### config.mk
export PLATFORM = sky130hd
export DESIGN_NAME = occal_top
export DESIGN_NICKNAME = d
export VERILOG_FILES = /design/src/rtl/occal_pkg.sv /design/src/rtl/occal_lfclk.sv /design/src/rtl/occal_calcnt.sv /design/src/rtl/occal_top.sv
export SDC_FILE = /design/constraint.sdc
export NUM_CORES = 1
export LEC_CHECK = 0
export BUFFER_PORTS_ARGS = -buffer_cell sky130_fd_sc_hd__buf_4
export CORE_MARGIN = 2
export CORE_UTILIZATION = 50
export CTS_CLUSTER_SIZE = 10
export DETAILED_ROUTE_END_ITERATION = 12
export PLACE_DENSITY = 0.71
export SLEW_MARGIN = 5
export SYNTH_ARGS = -nofsm -noshare
export SYNTH_HDL_FRONTEND = slang
export SYNTH_SLANG_ARGS = --single-unit
### constraint.sdc
create_clock -name pclk -period 6.97 [get_ports pclk]
set_input_delay 0.3485 -clock pclk [delete_from_list [all_inputs] [get_ports pclk]]
set_output_delay 0.3485 -clock pclk [all_outputs]
set_load 0.02 [all_outputs]
### src/rtl/occal_pkg.sv
/*
 * occal_pkg: shared constants, register map and carrier types for the
 * oscillator power and resonator calibration block.
 * Assumes a 250 MHz pclk; the low-frequency clock arrives as a synchronous level.
 */
package occal_pkg;
    // clock rate
    localparam int unsigned CLK_HZ         = 250_000_000;
    // settling delays, nanoseconds as printed
    localparam longint unsigned SETTLE2_NS = 480_000;
    localparam longint unsigned SETTLE3_NS = 1_460_000;
    localparam longint unsigned SETTLE4_NS = 2_440_000;
    localparam longint unsigned SETTLE5_NS = 5_140_000;
    localparam longint unsigned CLK_PER_NS = 4;
    // least waits round up to whole cycles
    localparam int unsigned SETTLE2_CYC = int'((SETTLE2_NS + CLK_PER_NS - 1) / CLK_PER_NS);
    localparam int unsigned SETTLE3_CYC = int'((SETTLE3_NS + CLK_PER_NS - 1) / CLK_PER_NS);
    localparam int unsigned SETTLE4_CYC = int'((SETTLE4_NS + CLK_PER_NS - 1) / CLK_PER_NS);
    localparam int unsigned SETTLE5_CYC = int'((SETTLE5_NS + CLK_PER_NS - 1) / CLK_PER_NS);

    // register byte offsets
    localparam logic [7:0] CFG_OFS     = 8'h00;
    localparam logic [7:0] CMD_OFS     = 8'h04;
    localparam logic [7:0] STATUS_OFS  = 8'h08;
    localparam logic [7:0] RESULT_OFS  = 8'h0C;
    localparam logic [7:0] IRQ_STS_OFS = 8'h10;
    localparam logic [7:0] IRQ_EN_OFS  = 8'h14;
    localparam logic [7:0] IRQ_CLR_OFS = 8'h18;

    // config register fields
    localparam int STARTUP_LSB = 0;   // hs_osc_startup_ctrl [2:0]
    localparam int CALPER_LSB  = 4;   // cal_period_count [1:0]
    localparam int HSDIV_LSB   = 8;   // hs_clock_divider [1:0]
    localparam int TO1_LSB     = 12;  // test_out1_select [2:0]
    localparam int TO2_LSB     = 16;  // test_out2_select [2:0]
    localparam int MODE2_BIT   = 20;  // measurement mode 2
    localparam logic [31:0] CFG_RESET   = 32'h0000_0000;
    localparam logic [2:0]  TEST_OUT_LF = 3'h7;

    // opcodes written to the command register
    localparam logic [3:0] OP_TOF       = 4'h1;
    localparam logic [3:0] OP_TOF_RPT   = 4'h2;
    localparam logic [3:0] OP_TEMP      = 4'h3;
    localparam logic [3:0] OP_TEMP_RPT  = 4'h4;
    localparam logic [3:0] OP_CAL       = 4'h5;

    // interrupt bits
    localparam int IRQ_CAL_DONE = 0;
    localparam int IRQ_MEAS_GO  = 1;
    localparam int IRQ_W        = 2;

    // decoded configuration
    typedef struct packed {
        logic       mode2;
        logic [2:0] to2_sel;
        logic [2:0] to1_sel;
        logic [1:0] hs_div;
        logic [1:0] cal_per;
        logic [2:0] startup;
    } occal_cfg_t;

    // measurement handshake with the tdc core
    typedef struct packed {
        logic req;
        logic done;
    } occal_meas_t;
endpackage

### src/rtl/occal_lfclk.sv
/*
 * occal_lfclk: free-running 32.768 kHz reference, edge pulses and a
 * divide-by-eight output. Assumes the lf input is already synchronous.
 */
`timescale 1ns/1ps
`default_nettype none
module occal_lfclk (
    input  wire logic pclk,
    input  wire logic presetn,
    input  wire logic lf_in,
    output logic      lf_level,
    output logic      lf_rise,
    output logic      lf_div8
);
    logic       prev_reg;
    logic [2:0] div_reg;

    // previous sample for edge detect; nothing can stop this path
    always_ff @(posedge pclk or negedge presetn) begin
        if (!presetn) begin
            prev_reg <= 1'b0;
        end else begin
            prev_reg <= lf_in;
        end
    end

    // divide by eight counts rising edges
    always_ff @(posedge pclk or negedge presetn) begin
        if (!presetn) begin
            div_reg <= 3'h0;
        end else if (lf_in && !prev_reg) begin
            div_reg <= div_reg + 3'h1;
        end
    end

    assign lf_level = prev_reg;
    assign lf_rise  = lf_in && !prev_reg;
    assign lf_div8  = div_reg[2];
endmodule
`default_nettype wire

### src/rtl/occal_calcnt.sv
/*
 * occal_calcnt: counts divided high-speed clock periods across 2..16
 * low-frequency periods; result in 16.16 fixed point.
 * Assumes hs_tick pulses once per high-speed period while the oscillator runs.
 */
`timescale 1ns/1ps
`default_nettype none
module occal_calcnt (
    input  wire logic        pclk,
    input  wire logic        presetn,
    input  wire logic        start,
    input  wire logic        lf_rise,
    input  wire logic        hs_tick,
    input  wire logic [1:0]  cal_per,
    input  wire logic [1:0]  hs_div,
    output logic             busy,
    output logic             done,
    output logic [31:0]      result
);
    logic        run_reg;
    logic        armed_reg;
    logic [4:0]  per_reg;
    logic [15:0] cnt_reg;
    logic [1:0]  pre_reg;
    logic        done_reg;
    logic [31:0] res_reg;
    logic [4:0]  target;
    logic [1:0]  div_max;

    assign target  = 5'(5'd2 << cal_per);
    assign div_max = (hs_div == 2'd0) ? 2'd0 : (hs_div == 2'd1) ? 2'd1 : 2'd3;

    // start pulse at first lf edge, stop after the chosen period count
    always_ff @(posedge pclk or negedge presetn) begin
        if (!presetn) begin
            armed_reg <= 1'b0;
            run_reg   <= 1'b0;
            per_reg   <= 5'd0;
            done_reg  <= 1'b0;
        end else begin
            done_reg <= 1'b0;
            if (start && !armed_reg && !run_reg) begin
                armed_reg <= 1'b1;
            end else if (armed_reg && lf_rise) begin
                armed_reg <= 1'b0;
                run_reg   <= 1'b1;
                per_reg   <= 5'd0;
            end else if (run_reg && lf_rise) begin
                per_reg <= per_reg + 5'd1;
                if (per_reg + 5'd1 == target) begin
                    run_reg  <= 1'b0;
                    done_reg <= 1'b1;
                end
            end
        end
    end

    // divided hs period count, integer part only; fraction stays zero
    always_ff @(posedge pclk or negedge presetn) begin
        if (!presetn) begin
            cnt_reg <= 16'h0000;
            pre_reg <= 2'd0;
        end else if (armed_reg) begin
            cnt_reg <= 16'h0000;
            pre_reg <= 2'd0;
        end else if (run_reg && hs_tick) begin
            if (pre_reg == div_max) begin
                pre_reg <= 2'd0;
                cnt_reg <= cnt_reg + 16'h0001;
            end else begin
                pre_reg <= pre_reg + 2'd1;
            end
        end
    end

    // capture result when the interval closes
    always_ff @(posedge pclk or negedge presetn) begin
        if (!presetn) begin
            res_reg <= 32'h0000_0000;
        end else if (run_reg && lf_rise && (per_reg + 5'd1 == target)) begin
            res_reg <= {cnt_reg, 16'h0000};
        end
    end

    assign busy   = armed_reg || run_reg;
    assign done   = done_reg;
    assign result = res_reg;
endmodule
`default_nettype wire

### src/rtl/occal_top.sv
/*
 * occal_top: oscillator power control, settling delay, low-frequency
 * clock outputs and resonator calibration behind an APB slave.
 * Assumes one 250 MHz clock, synchronous pins, a tdc core answering
 * meas_done after each meas_start, and hs_tick from the oscillator path.
 */
// Contract
// startup setting 0 keeps oscillator off, 1 runs it continuously; at 0 the code still switches it on during calibration
// above 1, measurement opcodes switch the oscillator on for that measurement
// wait 480 us, 1.46 ms, 2.44 ms or 5.14 ms before measuring
// low-frequency reference controls start-up and calibration; the code counts the start-up wait in pclk cycles
// low-frequency oscillator runs always, no setting disables it
// test_out1_select 7 drives low-power clock onto fire input pin
// test_out2_select 7 drives low-power clock divided by eight onto start enable
// high-speed clock serves calibration, eeprom, operations and mode 2 measuring
// controller sets cal_period_count and issues calibrate opcode; device runs it
// calibration start and stop pulses come from low-frequency clock edges
// on completion store result and raise interrupt flag
// interval spans 2, 4, 8 or 16 low-frequency periods
// result counts high-speed periods after divide by 1, 2 or 4
// result is 32-bit unsigned, 16 integer and 16 fraction bits
// controller keeps start input enabled during calibration
// above 1, oscillator switches off when triggered measurement finishes
`timescale 1ns/1ps
`default_nettype none
module occal_top #(
    parameter int unsigned SETTLE2_CYC = occal_pkg::SETTLE2_CYC,
    parameter int unsigned SETTLE3_CYC = occal_pkg::SETTLE3_CYC,
    parameter int unsigned SETTLE4_CYC = occal_pkg::SETTLE4_CYC,
    parameter int unsigned SETTLE5_CYC = occal_pkg::SETTLE5_CYC
) (
    input  wire logic        pclk,
    input  wire logic        presetn,
    input  wire logic        psel,
    input  wire logic        penable,
    input  wire logic        pwrite,
    input  wire logic [7:0]  paddr,
    input  wire logic [31:0] pwdata,
    output logic [31:0]      prdata,
    output logic             pready,
    output logic             pslverr,
    input  wire logic        lf_osc_input_pin,
    input  wire logic        hs_tick,
    output logic             hs_osc_enable,
    output logic             hs_clk_enable,
    output logic             mode2_hs_enable,
    output logic             meas_start,
    input  wire logic        meas_done,
    input  wire logic        start_input_enabled,
    output logic             fire_input_pin_o,
    output logic             fire_input_pin_oe,
    output logic             start_enable_pin_o,
    output logic             start_enable_pin_oe,
    output logic             irq
);
    typedef enum logic [3:0] {
        OCAL_IDLE   = 4'b0001,
        OCAL_SETTLE = 4'b0010,
        OCAL_MEAS   = 4'b0100,
        OCAL_CAL    = 4'b1000
    } occal_state_t;

    occal_state_t                  state_reg;
    occal_state_t                  state_next;
    occal_pkg::occal_cfg_t         cfg;
    logic [31:0]                   cfg_reg;
    logic [31:0]                   wait_reg;
    logic [occal_pkg::IRQ_W-1:0]   sts_reg;
    logic [occal_pkg::IRQ_W-1:0]   en_reg;
    logic [31:0]                   prdata_reg;
    logic                          cal_err_reg;
    logic                          wr_acc;
    logic                          rd_acc;
    logic                          cmd_wr;
    logic [3:0]                    opcode;
    logic                          meas_op;
    logic                          cal_op;
    logic                          cal_start;
    logic                          cal_busy;
    logic                          cal_done;
    logic [31:0]                   cal_result;
    logic                          lf_level;
    logic                          lf_rise;
    logic                          lf_div8;
    logic                          addr_ok;

    // settling count for a startup setting
    function automatic logic [31:0] settle_cycles(input logic [2:0] sel);
        case (sel)
            3'd2:    settle_cycles = 32'(SETTLE2_CYC);
            3'd3:    settle_cycles = 32'(SETTLE3_CYC);
            3'd4:    settle_cycles = 32'(SETTLE4_CYC);
            default: settle_cycles = 32'(SETTLE5_CYC);
        endcase
    endfunction

    assign cfg = occal_pkg::occal_cfg_t'({
        cfg_reg[occal_pkg::MODE2_BIT],
        cfg_reg[occal_pkg::TO2_LSB +: 3],
        cfg_reg[occal_pkg::TO1_LSB +: 3],
        cfg_reg[occal_pkg::HSDIV_LSB +: 2],
        cfg_reg[occal_pkg::CALPER_LSB +: 2],
        cfg_reg[occal_pkg::STARTUP_LSB +: 3]});

    // apb access phase; zero wait states
    assign wr_acc  = psel && penable && pwrite;
    assign rd_acc  = psel && penable && !pwrite;
    assign pready  = 1'b1;
    assign addr_ok = (paddr == occal_pkg::CFG_OFS) || (paddr == occal_pkg::CMD_OFS)
                   || (paddr == occal_pkg::STATUS_OFS) || (paddr == occal_pkg::RESULT_OFS)
                   || (paddr == occal_pkg::IRQ_STS_OFS) || (paddr == occal_pkg::IRQ_EN_OFS)
                   || (paddr == occal_pkg::IRQ_CLR_OFS);
    assign pslverr = psel && penable && !addr_ok;
    assign cmd_wr  = wr_acc && (paddr == occal_pkg::CMD_OFS);
    assign opcode  = pwdata[3:0];
    assign meas_op = cmd_wr && ((opcode == occal_pkg::OP_TOF) || (opcode == occal_pkg::OP_TOF_RPT)
                   || (opcode == occal_pkg::OP_TEMP) || (opcode == occal_pkg::OP_TEMP_RPT));
    // calibration needs the start input held enabled by the controller
    assign cal_op  = cmd_wr && (opcode == occal_pkg::OP_CAL);

    // configuration register
    always_ff @(posedge pclk or negedge presetn) begin
        if (!presetn) begin
            cfg_reg <= occal_pkg::CFG_RESET;
        end else if (wr_acc && paddr == occal_pkg::CFG_OFS) begin
            cfg_reg <= pwdata & 32'h0017_7337;
        end
    end

    // sequencer: commands are ignored while one is in flight
    always_comb begin
        state_next = state_reg;
        case (state_reg)
            OCAL_IDLE: begin
                if (meas_op) begin
                    // startup above 1 starts oscillator and waits; else go now
                    state_next = (cfg.startup > 3'd1) ? OCAL_SETTLE : OCAL_MEAS;
                end else if (cal_op) begin
                    state_next = OCAL_CAL;
                end
            end
            OCAL_SETTLE: begin
                if (wait_reg == 32'h0000_0000) begin
                    state_next = OCAL_MEAS;
                end
            end
            OCAL_MEAS: begin
                if (meas_done) begin
                    state_next = OCAL_IDLE;
                end
            end
            OCAL_CAL: begin
                if (cal_done) begin
                    state_next = OCAL_IDLE;
                end
            end
            default: state_next = OCAL_IDLE;
        endcase
    end

    always_ff @(posedge pclk or negedge presetn) begin
        if (!presetn) begin
            state_reg <= OCAL_IDLE;
        end else begin
            state_reg <= state_next;
        end
    end

    // settle counter: loaded on the opcode, counts down on pclk
    always_ff @(posedge pclk or negedge presetn) begin
        if (!presetn) begin
            wait_reg <= 32'h0000_0000;
        end else if (state_reg == OCAL_IDLE && meas_op) begin
            wait_reg <= settle_cycles(cfg.startup) - 32'h0000_0001;
        end else if (state_reg == OCAL_SETTLE && wait_reg != 32'h0000_0000) begin
            wait_reg <= wait_reg - 32'h0000_0001;
        end
    end

    // one-cycle start to the tdc core on entering measurement
    always_ff @(posedge pclk or negedge presetn) begin
        if (!presetn) begin
            meas_start <= 1'b0;
        end else begin
            meas_start <= (state_reg != OCAL_MEAS) && (state_next == OCAL_MEAS);
        end
    end

    // oscillator power: off at 0 except during calibration, on at 1, else only while a command runs
    always_ff @(posedge pclk or negedge presetn) begin
        if (!presetn) begin
            hs_osc_enable <= 1'b0;
        end else if (cfg.startup == 3'd0) begin
            hs_osc_enable <= (state_next == OCAL_CAL);
        end else if (cfg.startup == 3'd1) begin
            hs_osc_enable <= 1'b1;
        end else begin
            hs_osc_enable <= (state_next != OCAL_IDLE);
        end
    end

    // clock gates for operations and the mode 2 measuring path
    assign hs_clk_enable   = hs_osc_enable;
    assign mode2_hs_enable = hs_osc_enable && cfg.mode2;

    // low-frequency reference, never gated by any setting
    occal_lfclk u_lf (
        .pclk     (pclk),
        .presetn  (presetn),
        .lf_in    (lf_osc_input_pin),
        .lf_level (lf_level),
        .lf_rise  (lf_rise),
        .lf_div8  (lf_div8)
    );

    // test outputs; registered so the pins never glitch
    always_ff @(posedge pclk or negedge presetn) begin
        if (!presetn) begin
            fire_input_pin_o    <= 1'b0;
            fire_input_pin_oe   <= 1'b0;
            start_enable_pin_o  <= 1'b0;
            start_enable_pin_oe <= 1'b0;
        end else begin
            fire_input_pin_oe   <= (cfg.to1_sel == occal_pkg::TEST_OUT_LF);
            fire_input_pin_o    <= (cfg.to1_sel == occal_pkg::TEST_OUT_LF) && lf_level;
            start_enable_pin_oe <= (cfg.to2_sel == occal_pkg::TEST_OUT_LF);
            start_enable_pin_o  <= (cfg.to2_sel == occal_pkg::TEST_OUT_LF) && lf_div8;
        end
    end

    assign cal_start = (state_reg == OCAL_CAL) && !cal_done;

    // calibration interval counter
    occal_calcnt u_cal (
        .pclk    (pclk),
        .presetn (presetn),
        .start   (cal_start),
        .lf_rise (lf_rise),
        .hs_tick (hs_tick && hs_osc_enable),
        .cal_per (cfg.cal_per),
        .hs_div  (cfg.hs_div),
        .busy    (cal_busy),
        .done    (cal_done),
        .result  (cal_result)
    );

    // sticky flag if the start input dropped during calibration
    always_ff @(posedge pclk or negedge presetn) begin
        if (!presetn) begin
            cal_err_reg <= 1'b0;
        end else if (cal_op) begin
            cal_err_reg <= 1'b0;
        end else if (cal_busy && !start_input_enabled) begin
            cal_err_reg <= 1'b1;
        end
    end

    // interrupt status: set wins over clear
    always_ff @(posedge pclk or negedge presetn) begin
        if (!presetn) begin
            sts_reg <= '0;
        end else begin
            sts_reg <= (sts_reg & ~((wr_acc && paddr == occal_pkg::IRQ_CLR_OFS)
                                    ? pwdata[occal_pkg::IRQ_W-1:0] : '0))
                     | {meas_start, cal_done};
        end
    end

    always_ff @(posedge pclk or negedge presetn) begin
        if (!presetn) begin
            en_reg <= '0;
        end else if (wr_acc && paddr == occal_pkg::IRQ_EN_OFS) begin
            en_reg <= pwdata[occal_pkg::IRQ_W-1:0];
        end
    end

    assign irq = |(sts_reg & en_reg);

    // read mux registered in the setup phase
    always_ff @(posedge pclk or negedge presetn) begin
        if (!presetn) begin
            prdata_reg <= 32'h0000_0000;
        end else if (psel && !penable) begin
            case (paddr)
                occal_pkg::CFG_OFS:     prdata_reg <= cfg_reg;
                occal_pkg::STATUS_OFS:  prdata_reg <= {25'h0, cal_err_reg, cal_busy,
                                                       hs_osc_enable, state_reg};
                occal_pkg::RESULT_OFS:  prdata_reg <= cal_result;
                occal_pkg::IRQ_STS_OFS: prdata_reg <= {30'h0, sts_reg};
                occal_pkg::IRQ_EN_OFS:  prdata_reg <= {30'h0, en_reg};
                default:                prdata_reg <= 32'h0000_0000;
            endcase
        end
    end

    assign prdata = rd_acc ? prdata_reg : 32'h0000_0000;
endmodule
`default_nettype wire

# After elaboration in Yosys (flattened, before gate mapping)
# Index checks and enable logic that the tools add are counted.
# totals
input_bits	49
reg_bits	139
wordCells	161
output_inout_bits	43
# op_classes
muxes	37
n_reduce_logical	61
shifts	1
n_eq_ne	28
add_sub_neg	6
magnitude_cmp	1
bitwise_logic	5
# op_table
op	n
$pmux W32 S5	1
$mux W32	4
$sub A32 B1 Y32 const B	2
$pmux W21 S3	1
$mux W16	3
$logic_not A32 Y1	1
$reduce_bool A32 Y1	1
$logic_and A1 B1 Y1	27
$eq A8 B5 Y1 const B	3
$mux W4	5
$add A16 B1 Y16 const B	1
$eq A4 B3 Y1 const B	4
$eq A8 B4 Y1 const B	2
$pmux W4 S4	1
$reduce_bool A2 Y1	7
$mux W1	13
$eq A4 B2 Y1 const B	3
$mux W2	6
$logic_or A1 B1 Y1	10
$mux W5	2
$eq A3 B3 Y1 const B	3
$eq A4 B1 Y1 const B	2
$eq A4 B4 Y1 const B	2
$eq A8 B3 Y1 const B	1
other kinds (24)	34

# Longest topological paths before layout
# Gate-level depths: netlist of run 1.
# logic_depth
word_depth	10
mapped_depth	13
mapped_depth_nobuf	11

# Hierarchy
# From an unflattened synthesis of run 1, not the netlist that was laid out.
# hier_totals
hier_cells	702
area_unflattened_um2	7274.5
# by_module_without_submodules
mod	seq_area_each_um2	cells_each	instances	area_each_um2
occal_top	2328.5	489	1	4888.4
occal_calcnt	1051.0	203	1	2219.6
occal_lfclk	100.1	10	1	166.4

# Worst setup path after synthesis of run 1
# Ideal clock, no wire load.
# synth_path
kind	in2reg
start	input paddr[5]
end	register wait_reg[28]
setup_ns	0.131
arrival_ns	3.199
path_stages	13
path_buffers	2
slack_ns	3.640
cell_sequence	or4_1 > clkbuf_1 > nor4bb_1 > nand2_1 > clkbuf_1 > nand2_1 > ha_1 > nor3b_1 > nand4_1 > nor3_1 > nand3_1 > xor2_1 > nor2_1
# synth_via
elab_chain_cells	5
# synth_lines
element	line	text
start: declaration	occal_top.sv:37	input wire logic [7:0] paddr,
$eq A8 B3 Y1 *	occal_top.sv:114	assign cmd_wr = wr_acc && (paddr == occal_pkg::CMD_OFS);
$logic_and A1 B1 Y1 *	occal_top.sv:114	
$logic_and A1 B1 Y1 *	occal_top.sv:116	assign meas_op = cmd_wr && ((opcode == occal_pkg::OP_TOF) || (opcode == occal_pkg::OP_TOF_RPT)
$logic_and A1 B1 Y1 *	occal_top.sv:173	end else if (state_reg == OCAL_IDLE && meas_op) begin
$mux W32 / $reduce_bool A2 Y1 (equally long branches)	n/a	
end signal: assignment	occal_top.sv:174	wait_reg <= settle_cycles(cfg.startup) - 32'h0000_0001;
end signal: assignment	occal_top.sv:176	wait_reg <= wait_reg - 32'h0000_0001;
end: declaration	occal_top.sv:67	logic [31:0] wait_reg;
# Mark *: on every way between the ends. The rest lies on a longest branch, timed or not.
# A chain may end at the register's enable or synchronous reset.

# Worst setup path in the final report of run 1
# layout_path
start	register state_reg[0]
end	register wait_reg[30]
# layout_via
elab_chain_cells	3
# layout_lines
element	line	text
start: declaration	occal_top.sv:63	occal_state_t state_reg;
start signal: assignment	occal_top.sv:165	state_reg <= state_next;
$eq A4 B1 Y1 / $eq A4 B2 Y1 (equally long branches)	occal_top.sv:173, occal_top.sv:175	
$logic_and A1 B1 Y1, on equally long branches	occal_top.sv:173, occal_top.sv:175	
$mux W32 / $reduce_bool A2 Y1 (equally long branches)	n/a	
# Parallel ways exist; a longest one is shown, timed or not.

==> impl_metrics.json, run 1 <==
{
  "status": "finished, violations left",
  "violations": "negative hold slack",
  "postSynthRegisterBits": 135,
  "maxcap_viol_count": 0,
  "cp_data_required_time_ns": 7.25,
  "drtIter0Drc": 362,
  "skew_ns": 0.00699,
  "slew_viol_final": 0,
  "clk-insertion-delay-late_ns": 0.42,
  "cells_after_synthesis": 698,
  "avgViaCountPerCell": 5.65,
  "seqCellArea_sq_mm": 0.00338,
  "globalRoute.totalOverflow": 0,
  "hold_path.class": "in2async",
  "first_global_vias": 5311,
  "synthToLayoutAreaGrowth_pct": 18.1,
  "die-height_um": 120,
  "area_fraction_of_the_dominant_cell_type_after_synthesis_pct": 49.5,
  "cts.root.buffer_cell": "clkbuf_16",
  "gr-max-usage-layer": "met2",
  "core_utilization_of_the_finished_layout_pct": 60.4,
  "drive_gt1_share_pct": 20.4,
  "drc": 0,
  "multi_input_comb_area_sq_mm": 0.00322,
  "cts.hold.buffers_added": 0,
  "timing.critical_path.max_delay_family": "simple AND/OR/NAND/NOR gates",
  "gp_congestion": 0.889,
  "cts_tree": "built",
  "critPathArrivalTime_ns": 4.44,
  "synth.cell_area_sq_mm": 0.00677,
  "post-synth-top-area-cell": "dfrtp_1",
  "cpMaxStageDelayCell": "dfstp_2",
  "final_cell_count_no_fill": 947,
  "antenna_violating_nets_post_route": 0,
  "postSynthAreaPerCell_sq_um": 9.70,
  "cts_repair_resize_count": 0,
  "timing_worst_slew_pin_value_ns": 1.22,
  "finalSetupViolations": 0,
  "cts_made_buffers": 17,
  "start_kind": "register",
  "clkTransAtPathRegs_ns": 0.06,
  "met2_usage_pct": 36.9,
  "critical_path_peak_fanout": 12,
  "max_stage_delay_ns": 0.59,
  "period_minus_slack_ns": 4.16,
  "largest_register_ffs": 32,
  "peakVddDrop_mv": 0.186,
  "dp_cells": 915,
  "cts_num_sinks": 135,
  "global_route_track_usage_on_met1_pct": 29.6,
  "grt_first_pass_wirelength_mm": 25.8,
  "synthesis.yosys.warnings": 0,
  "cpMostUsedCell": "nand2_1",
  "antenna_cells_inserted": 0,
  "rsz0062_at_grt": "no",
  "netlist_top_cells_count": "134 x dfrtp_1, 93 x nand2_1, 65 x nor2_1",
  "synth_enable_flop_cells": 0,
  "initial_core_util_pct": 51.1,
  "place.detailed.hpwl_mm": 10.3,
  "synth.top_cells.by_area": "dfrtp_1 50%, mux2_2 5.5%, nand2_1 5.2%, xnor2_1 3.6%, nor2_1 3.6%",
  "coreArea_sq_mm": 0.0132,
  "min_period_over_period_pct": 59.7,
  "h-tree-depth": 4,
  "dieArea_sq_mm": 0.0145,
  "antenna_found_initial": 0,
  "nets": 811,
  "timing.final.hold_violations": 6,
  "synth.distinct_cells": 61,
  "ys_dominant_reg_cell": "dfrtp_1",
  "placement_rows": 42,
  "gr-usage-all-layers_pct": 22.5,
  "design.portCount": 92,
  "yosys.cell_count.top_type": "dfrtp_1",
  "grt_max_degree": 75,
  "p_per_area_mw_per_mm2": 241,
  "asyncSetResetFlopFracSynth_pct": 100,
  "crit_type": "reg2reg",
  "yosysSeqAreaShare_pct": 49.9,
  "routedWlPerCell_um": 15.9,
  "groute.layer.met3.usage_pct": 4.67,
  "cellLeakagePower_nw": 3.64,
  "worstSetupEndpointType": "register",
  "numPortBuffers": 69,
  "maxSlewHeadroom_pct": 18.3,
  "drt_first_pass_iters": 5,
  "finalPower_w": 0.00193,
  "die_width_um": 120,
  "path_cells": "nor4b_1, nor4bb_1, nand2_1, nand2_1, ha_1, nor3b_1, nand4_1, nor3_1, nand3_1, xor2_1, nor2_1",
  "vias": 5351,
  "cts_buffer_depth": 2,
  "timing.hold.ws_ns": -0.0192,
  "max_clock_freq_mhz": 240,
  "num-fill-cells": 1125,
  "fin_setup_tns_ns": 0,
  "cts_post_setup_buffers_inserted": 0,
  "routed_wl_mm": 15.1,
  "worstPathBufferInverterCount": 0
}
-- per-layer routing --
layer / wire (um) / vias to the layer above
met2: 7490 / 134
met4: 197 / 0
met3: 726 / 15
li1: - / 2551
met5: 0 / -
met1: 6630 / 2651
-- final timing paths --
check	from	endpoint	slack [ns]	depth (start not counted)
min in group pclk	lf_osc_input_pin	u_lf.lf_level	0.07	1
worst min register to register	meas_start	sts_reg[1]	0.46	1
max in group asynchronous	presetn	wait_reg[9]	5.55	2
worst max register to register	state_reg[0]	wait_reg[30]	2.81	11
worst min-delay path	presetn	prdata_reg[1]	-0.02	1
worst max-delay path	state_reg[0]	wait_reg[30]	2.81	11
-- kinds of logic (layout without fill, tap and decap cells) --
family	Yosys count	in the layout	synth area share (%)
AOI/OAI and AO/OA	96	96	8.82
adders and majority gates	4	4	0.739
other	2	5	0.111
xor gates and xnor gates	43	43	5.56
DFF	135	135	49.9
buffers and inverters	40	110	2.74
and+or+nand+nor	341	341	26.0
muxes	37	37	6.08
-- layout make-up --
class	count	area share, %
Clock inverter	10	1.49
Sequential cell	135	42.3
Multi-Input combinational cell	526	40.2
Tap cell	176	2.75
Inverter	3	0.141
Clock buffer	22	6.06
Timing Repair Buffer	75	7.04
-- per-stage QoR --
| stage | setup WS, ns | cell area [sq um] |
|---|---|---|
| after floorplan | 3.64 | 6780 |
| after global placement | 2.80 | 7390 |
| after detailed placement | 2.68 | 7390 |
| after CTS | 2.85 | 7990 |
| after global routing | 2.34 | 7990 |
| final | 2.81 | 7990 |
-- cells in the final DEF (no fill, tap or decap), types with 9 or more instances in the layout --
master     count
or3_1          9
dfrtp_1      134
nor4_1        13
nand2_1       93
a21oi_1       28
xnor2_1       28
and2_1        36
nor2_1        65
nor3_1        24
xor2_1        15
mux2_2        33
clkbuf_16     17
nand3_1       35
o21ai_0       29
buf_4         75
nand4_1       11
-- report_power, final --
part / leakage (nW) / switching [W] / total [W] / internal, W
logic: 1.60 / 0.0000927 / 0.000166 / 0.0000732
registers: 1.75 / 0.0000447 / 0.000863 / 0.000818
clock network: 0.289 / 0.000336 / 0.000901 / 0.000565
(Power assumes the default switching activity.)
==> run 2, diff against run 1 <==
PLACE_DENSITY = 0.74   (was 0.71)
clock period = 3.6 ns   (was 6.97 ns; I/O delays follow)
==> impl_metrics.json, run 2 (same netlist as run 1, synthesis figures left out) <==
{
  "status": "completed",
  "gp_congestion": 0.892,
  "placed_area_sq_mm": 0.00749,
  "dieArea_sq_mm": 0.0145,
  "p_per_area_mw_per_mm2": 445,
  "h-tree-depth": 4,
  "die_width_um": 120,
  "grt_first_pass_wirelength_mm": 27.1,
  "crit_type": "reg2reg",
  "placement_rows": 42,
  "antenna_cells_inserted": 0,
  "globalRoute.totalOverflow": 0,
  "period_minus_slack_ns": 3.25,
  "peakVddDrop_mv": 0.453,
  "p_seq_share_pct": 45.8,
  "maxcap_viol_count": 0,
  "clkTransAtPathRegs_ns": 0.06,
  "critical_path_peak_fanout": 7,
  "antenna_found_initial": 0,
  "cts.root.buffer_cell": "clkbuf_16",
  "grt_max_degree": 79,
  "first_global_vias": 5459,
  "timing.hold.ws_ns": 0.0320,
  "max_clock_freq_mhz": 308,
  "routedWlPerCell_um": 16.6,
  "cp_data_required_time_ns": 3.90,
  "timing.critical_path.from": "state_reg[0]",
  "place.detailed.hpwl_mm": 11.2,
  "mostFrequentLayoutCell": "dfrtp_1",
  "comb_power_share_pct": 9.3,
  "drive_gt1_share_pct": 21.4,
  "regToRegStartpoint": "state_reg[0]",
  "maxSlewHeadroom_pct": 19.3,
  "cts_tree": "built",
  "core_utilization_of_the_finished_layout_pct": 61.9,
  "nets": 836,
  "largest_register_ffs": 32,
  "num-fill-cells": 1075,
  "intPower_w": 0.00271,
  "ff2ff_setup_slack_ns": 0.35,
  "reg2reg_to": "wait_reg[12]",
  "gr-usage-all-layers_pct": 23.6,
  "whs_path_depth": 4,
  "timing_worst_slew_pin_value_ns": 1.21,
  "hold_path.class": "in2reg",
  "coreArea_sq_mm": 0.0132,
  "slew_viol_final": 0,
  "worstSetupEndpointType": "register",
  "drc": 0,
  "vias": 5529,
  "drt_first_pass_iters": 5,
  "numPortBuffers": 69,
  "switching_power_w": 0.000940,
  "antenna_violating_nets_post_route": 0,
  "timing.final.hold_violations": 0,
  "fin_setup_tns_ns": 0,
  "design.portCount": 92,
  "critPathArrivalTime_ns": 3.54,
  "cts_buffer_depth": 2,
  "skew_ns": 0.00844,
  "start_kind": "register",
  "drtIter0Drc": 493,
  "worstRegToRegCells": 12,
  "cellLeakagePower_nw": 3.74,
  "finalPower_w": 0.00365,
  "netSwitchingFraction_pct": 25.8,
  "cts_made_buffers": 17,
  "min_period_over_period_pct": 90.2,
  "worst_setup_path_endpoint": "wait_reg[12]",
  "initial_core_util_pct": 51.1,
  "finalSetupViolations": 0,
  "synthToLayoutAreaGrowth_pct": 21.0,
  "final_cell_area_sq_mm": 0.00819,
  "die-height_um": 120,
  "rsz0062_at_grt": "no",
  "avgViaCountPerCell": 5.69,
  "clock_power_share_pct": 44.9,
  "routed_wl_mm": 16.2,
  "cts_num_sinks": 135,
  "layout.cells.most_common_list": "134 x dfrtp_1, 93 x nand2_1, 86 x buf_4",
  "clk-insertion-delay-late_ns": 0.42
}
[run 2: what timing repair did]
action	4_1_cts	5_1_grt
hold buffers	12	1
hold endpoints to repair	87	1
buffers inserted	0	0
resized for setup	0	0
[run 2: worst min-delay path by stage]
stage	start	end	slack [ns]
after floorplan	presetn	cal_err_reg	-0.12
after global placement	lf_osc_input_pin	u_lf.lf_level	0.33
after detailed placement	lf_osc_input_pin	u_lf.lf_level	0.33
after CTS	pwdata[17]	cfg_reg[17]	0.003
after global routing	pwdata[2]	cfg_reg[2]	0.05
final	start_input_enabled	cal_err_reg	0.03
[run 2: per-stage QoR]
step	setup slack, ns	cells
6_report	0.353	972
5_1_grt	0.0552	972
4_1_cts	0.364	971
3_5_place_dp	0.354	927
3_3_place_gp	0.467	927
2_1_floorplan	0.368	701
[run 2: power by group through the flow]
stage | Combinational [W] | Clock (W) | Sequential [W]
floorplan | 0.000232 | 0 | 0.00166
global placement | 0.000311 | 0 | 0.00169
detailed placement | 0.000326 | 0 | 0.00169
CTS | 0.000339 | 0.00166 | 0.00167
global route | 0.000380 | 0.00172 | 0.00168
finish | 0.000339 | 0.00164 | 0.00167
[run 2: cell type report]
type	instances	area (sq um)	area share, %
Sequential cell	135	3380	41.3
Multi-Input combinational cell	526	3220	39.3
Timing Repair Buffer	100	796	9.71
Clock buffer	18	439	5.36
Tap cell	176	220	2.69
Clock inverter	14	129	1.57
Inverter	3	11.3	0.137
[run 2: worst max-delay path, cell delays in order, from the launching register on]
cell	delay [ns]
dfstp_2	0.59
nor4b_1	0.37
nor4bb_1	0.36
buf_4	0.19
nand2_1	0.13
nand2_1	0.11
ha_1	0.17
nor3b_1	0.28
nand3_1	0.17
nor3_1	0.19
nor4b_1	0.32
xnor2_1	0.16
a21oi_1	0.08
[run 2: layer usage]
metal	part of all wire (%)	GRT usage, %
met1	46	32.8
met3	6.0	5.05
met5	0	0
met4	1.3	6.90
met2	47	37.3
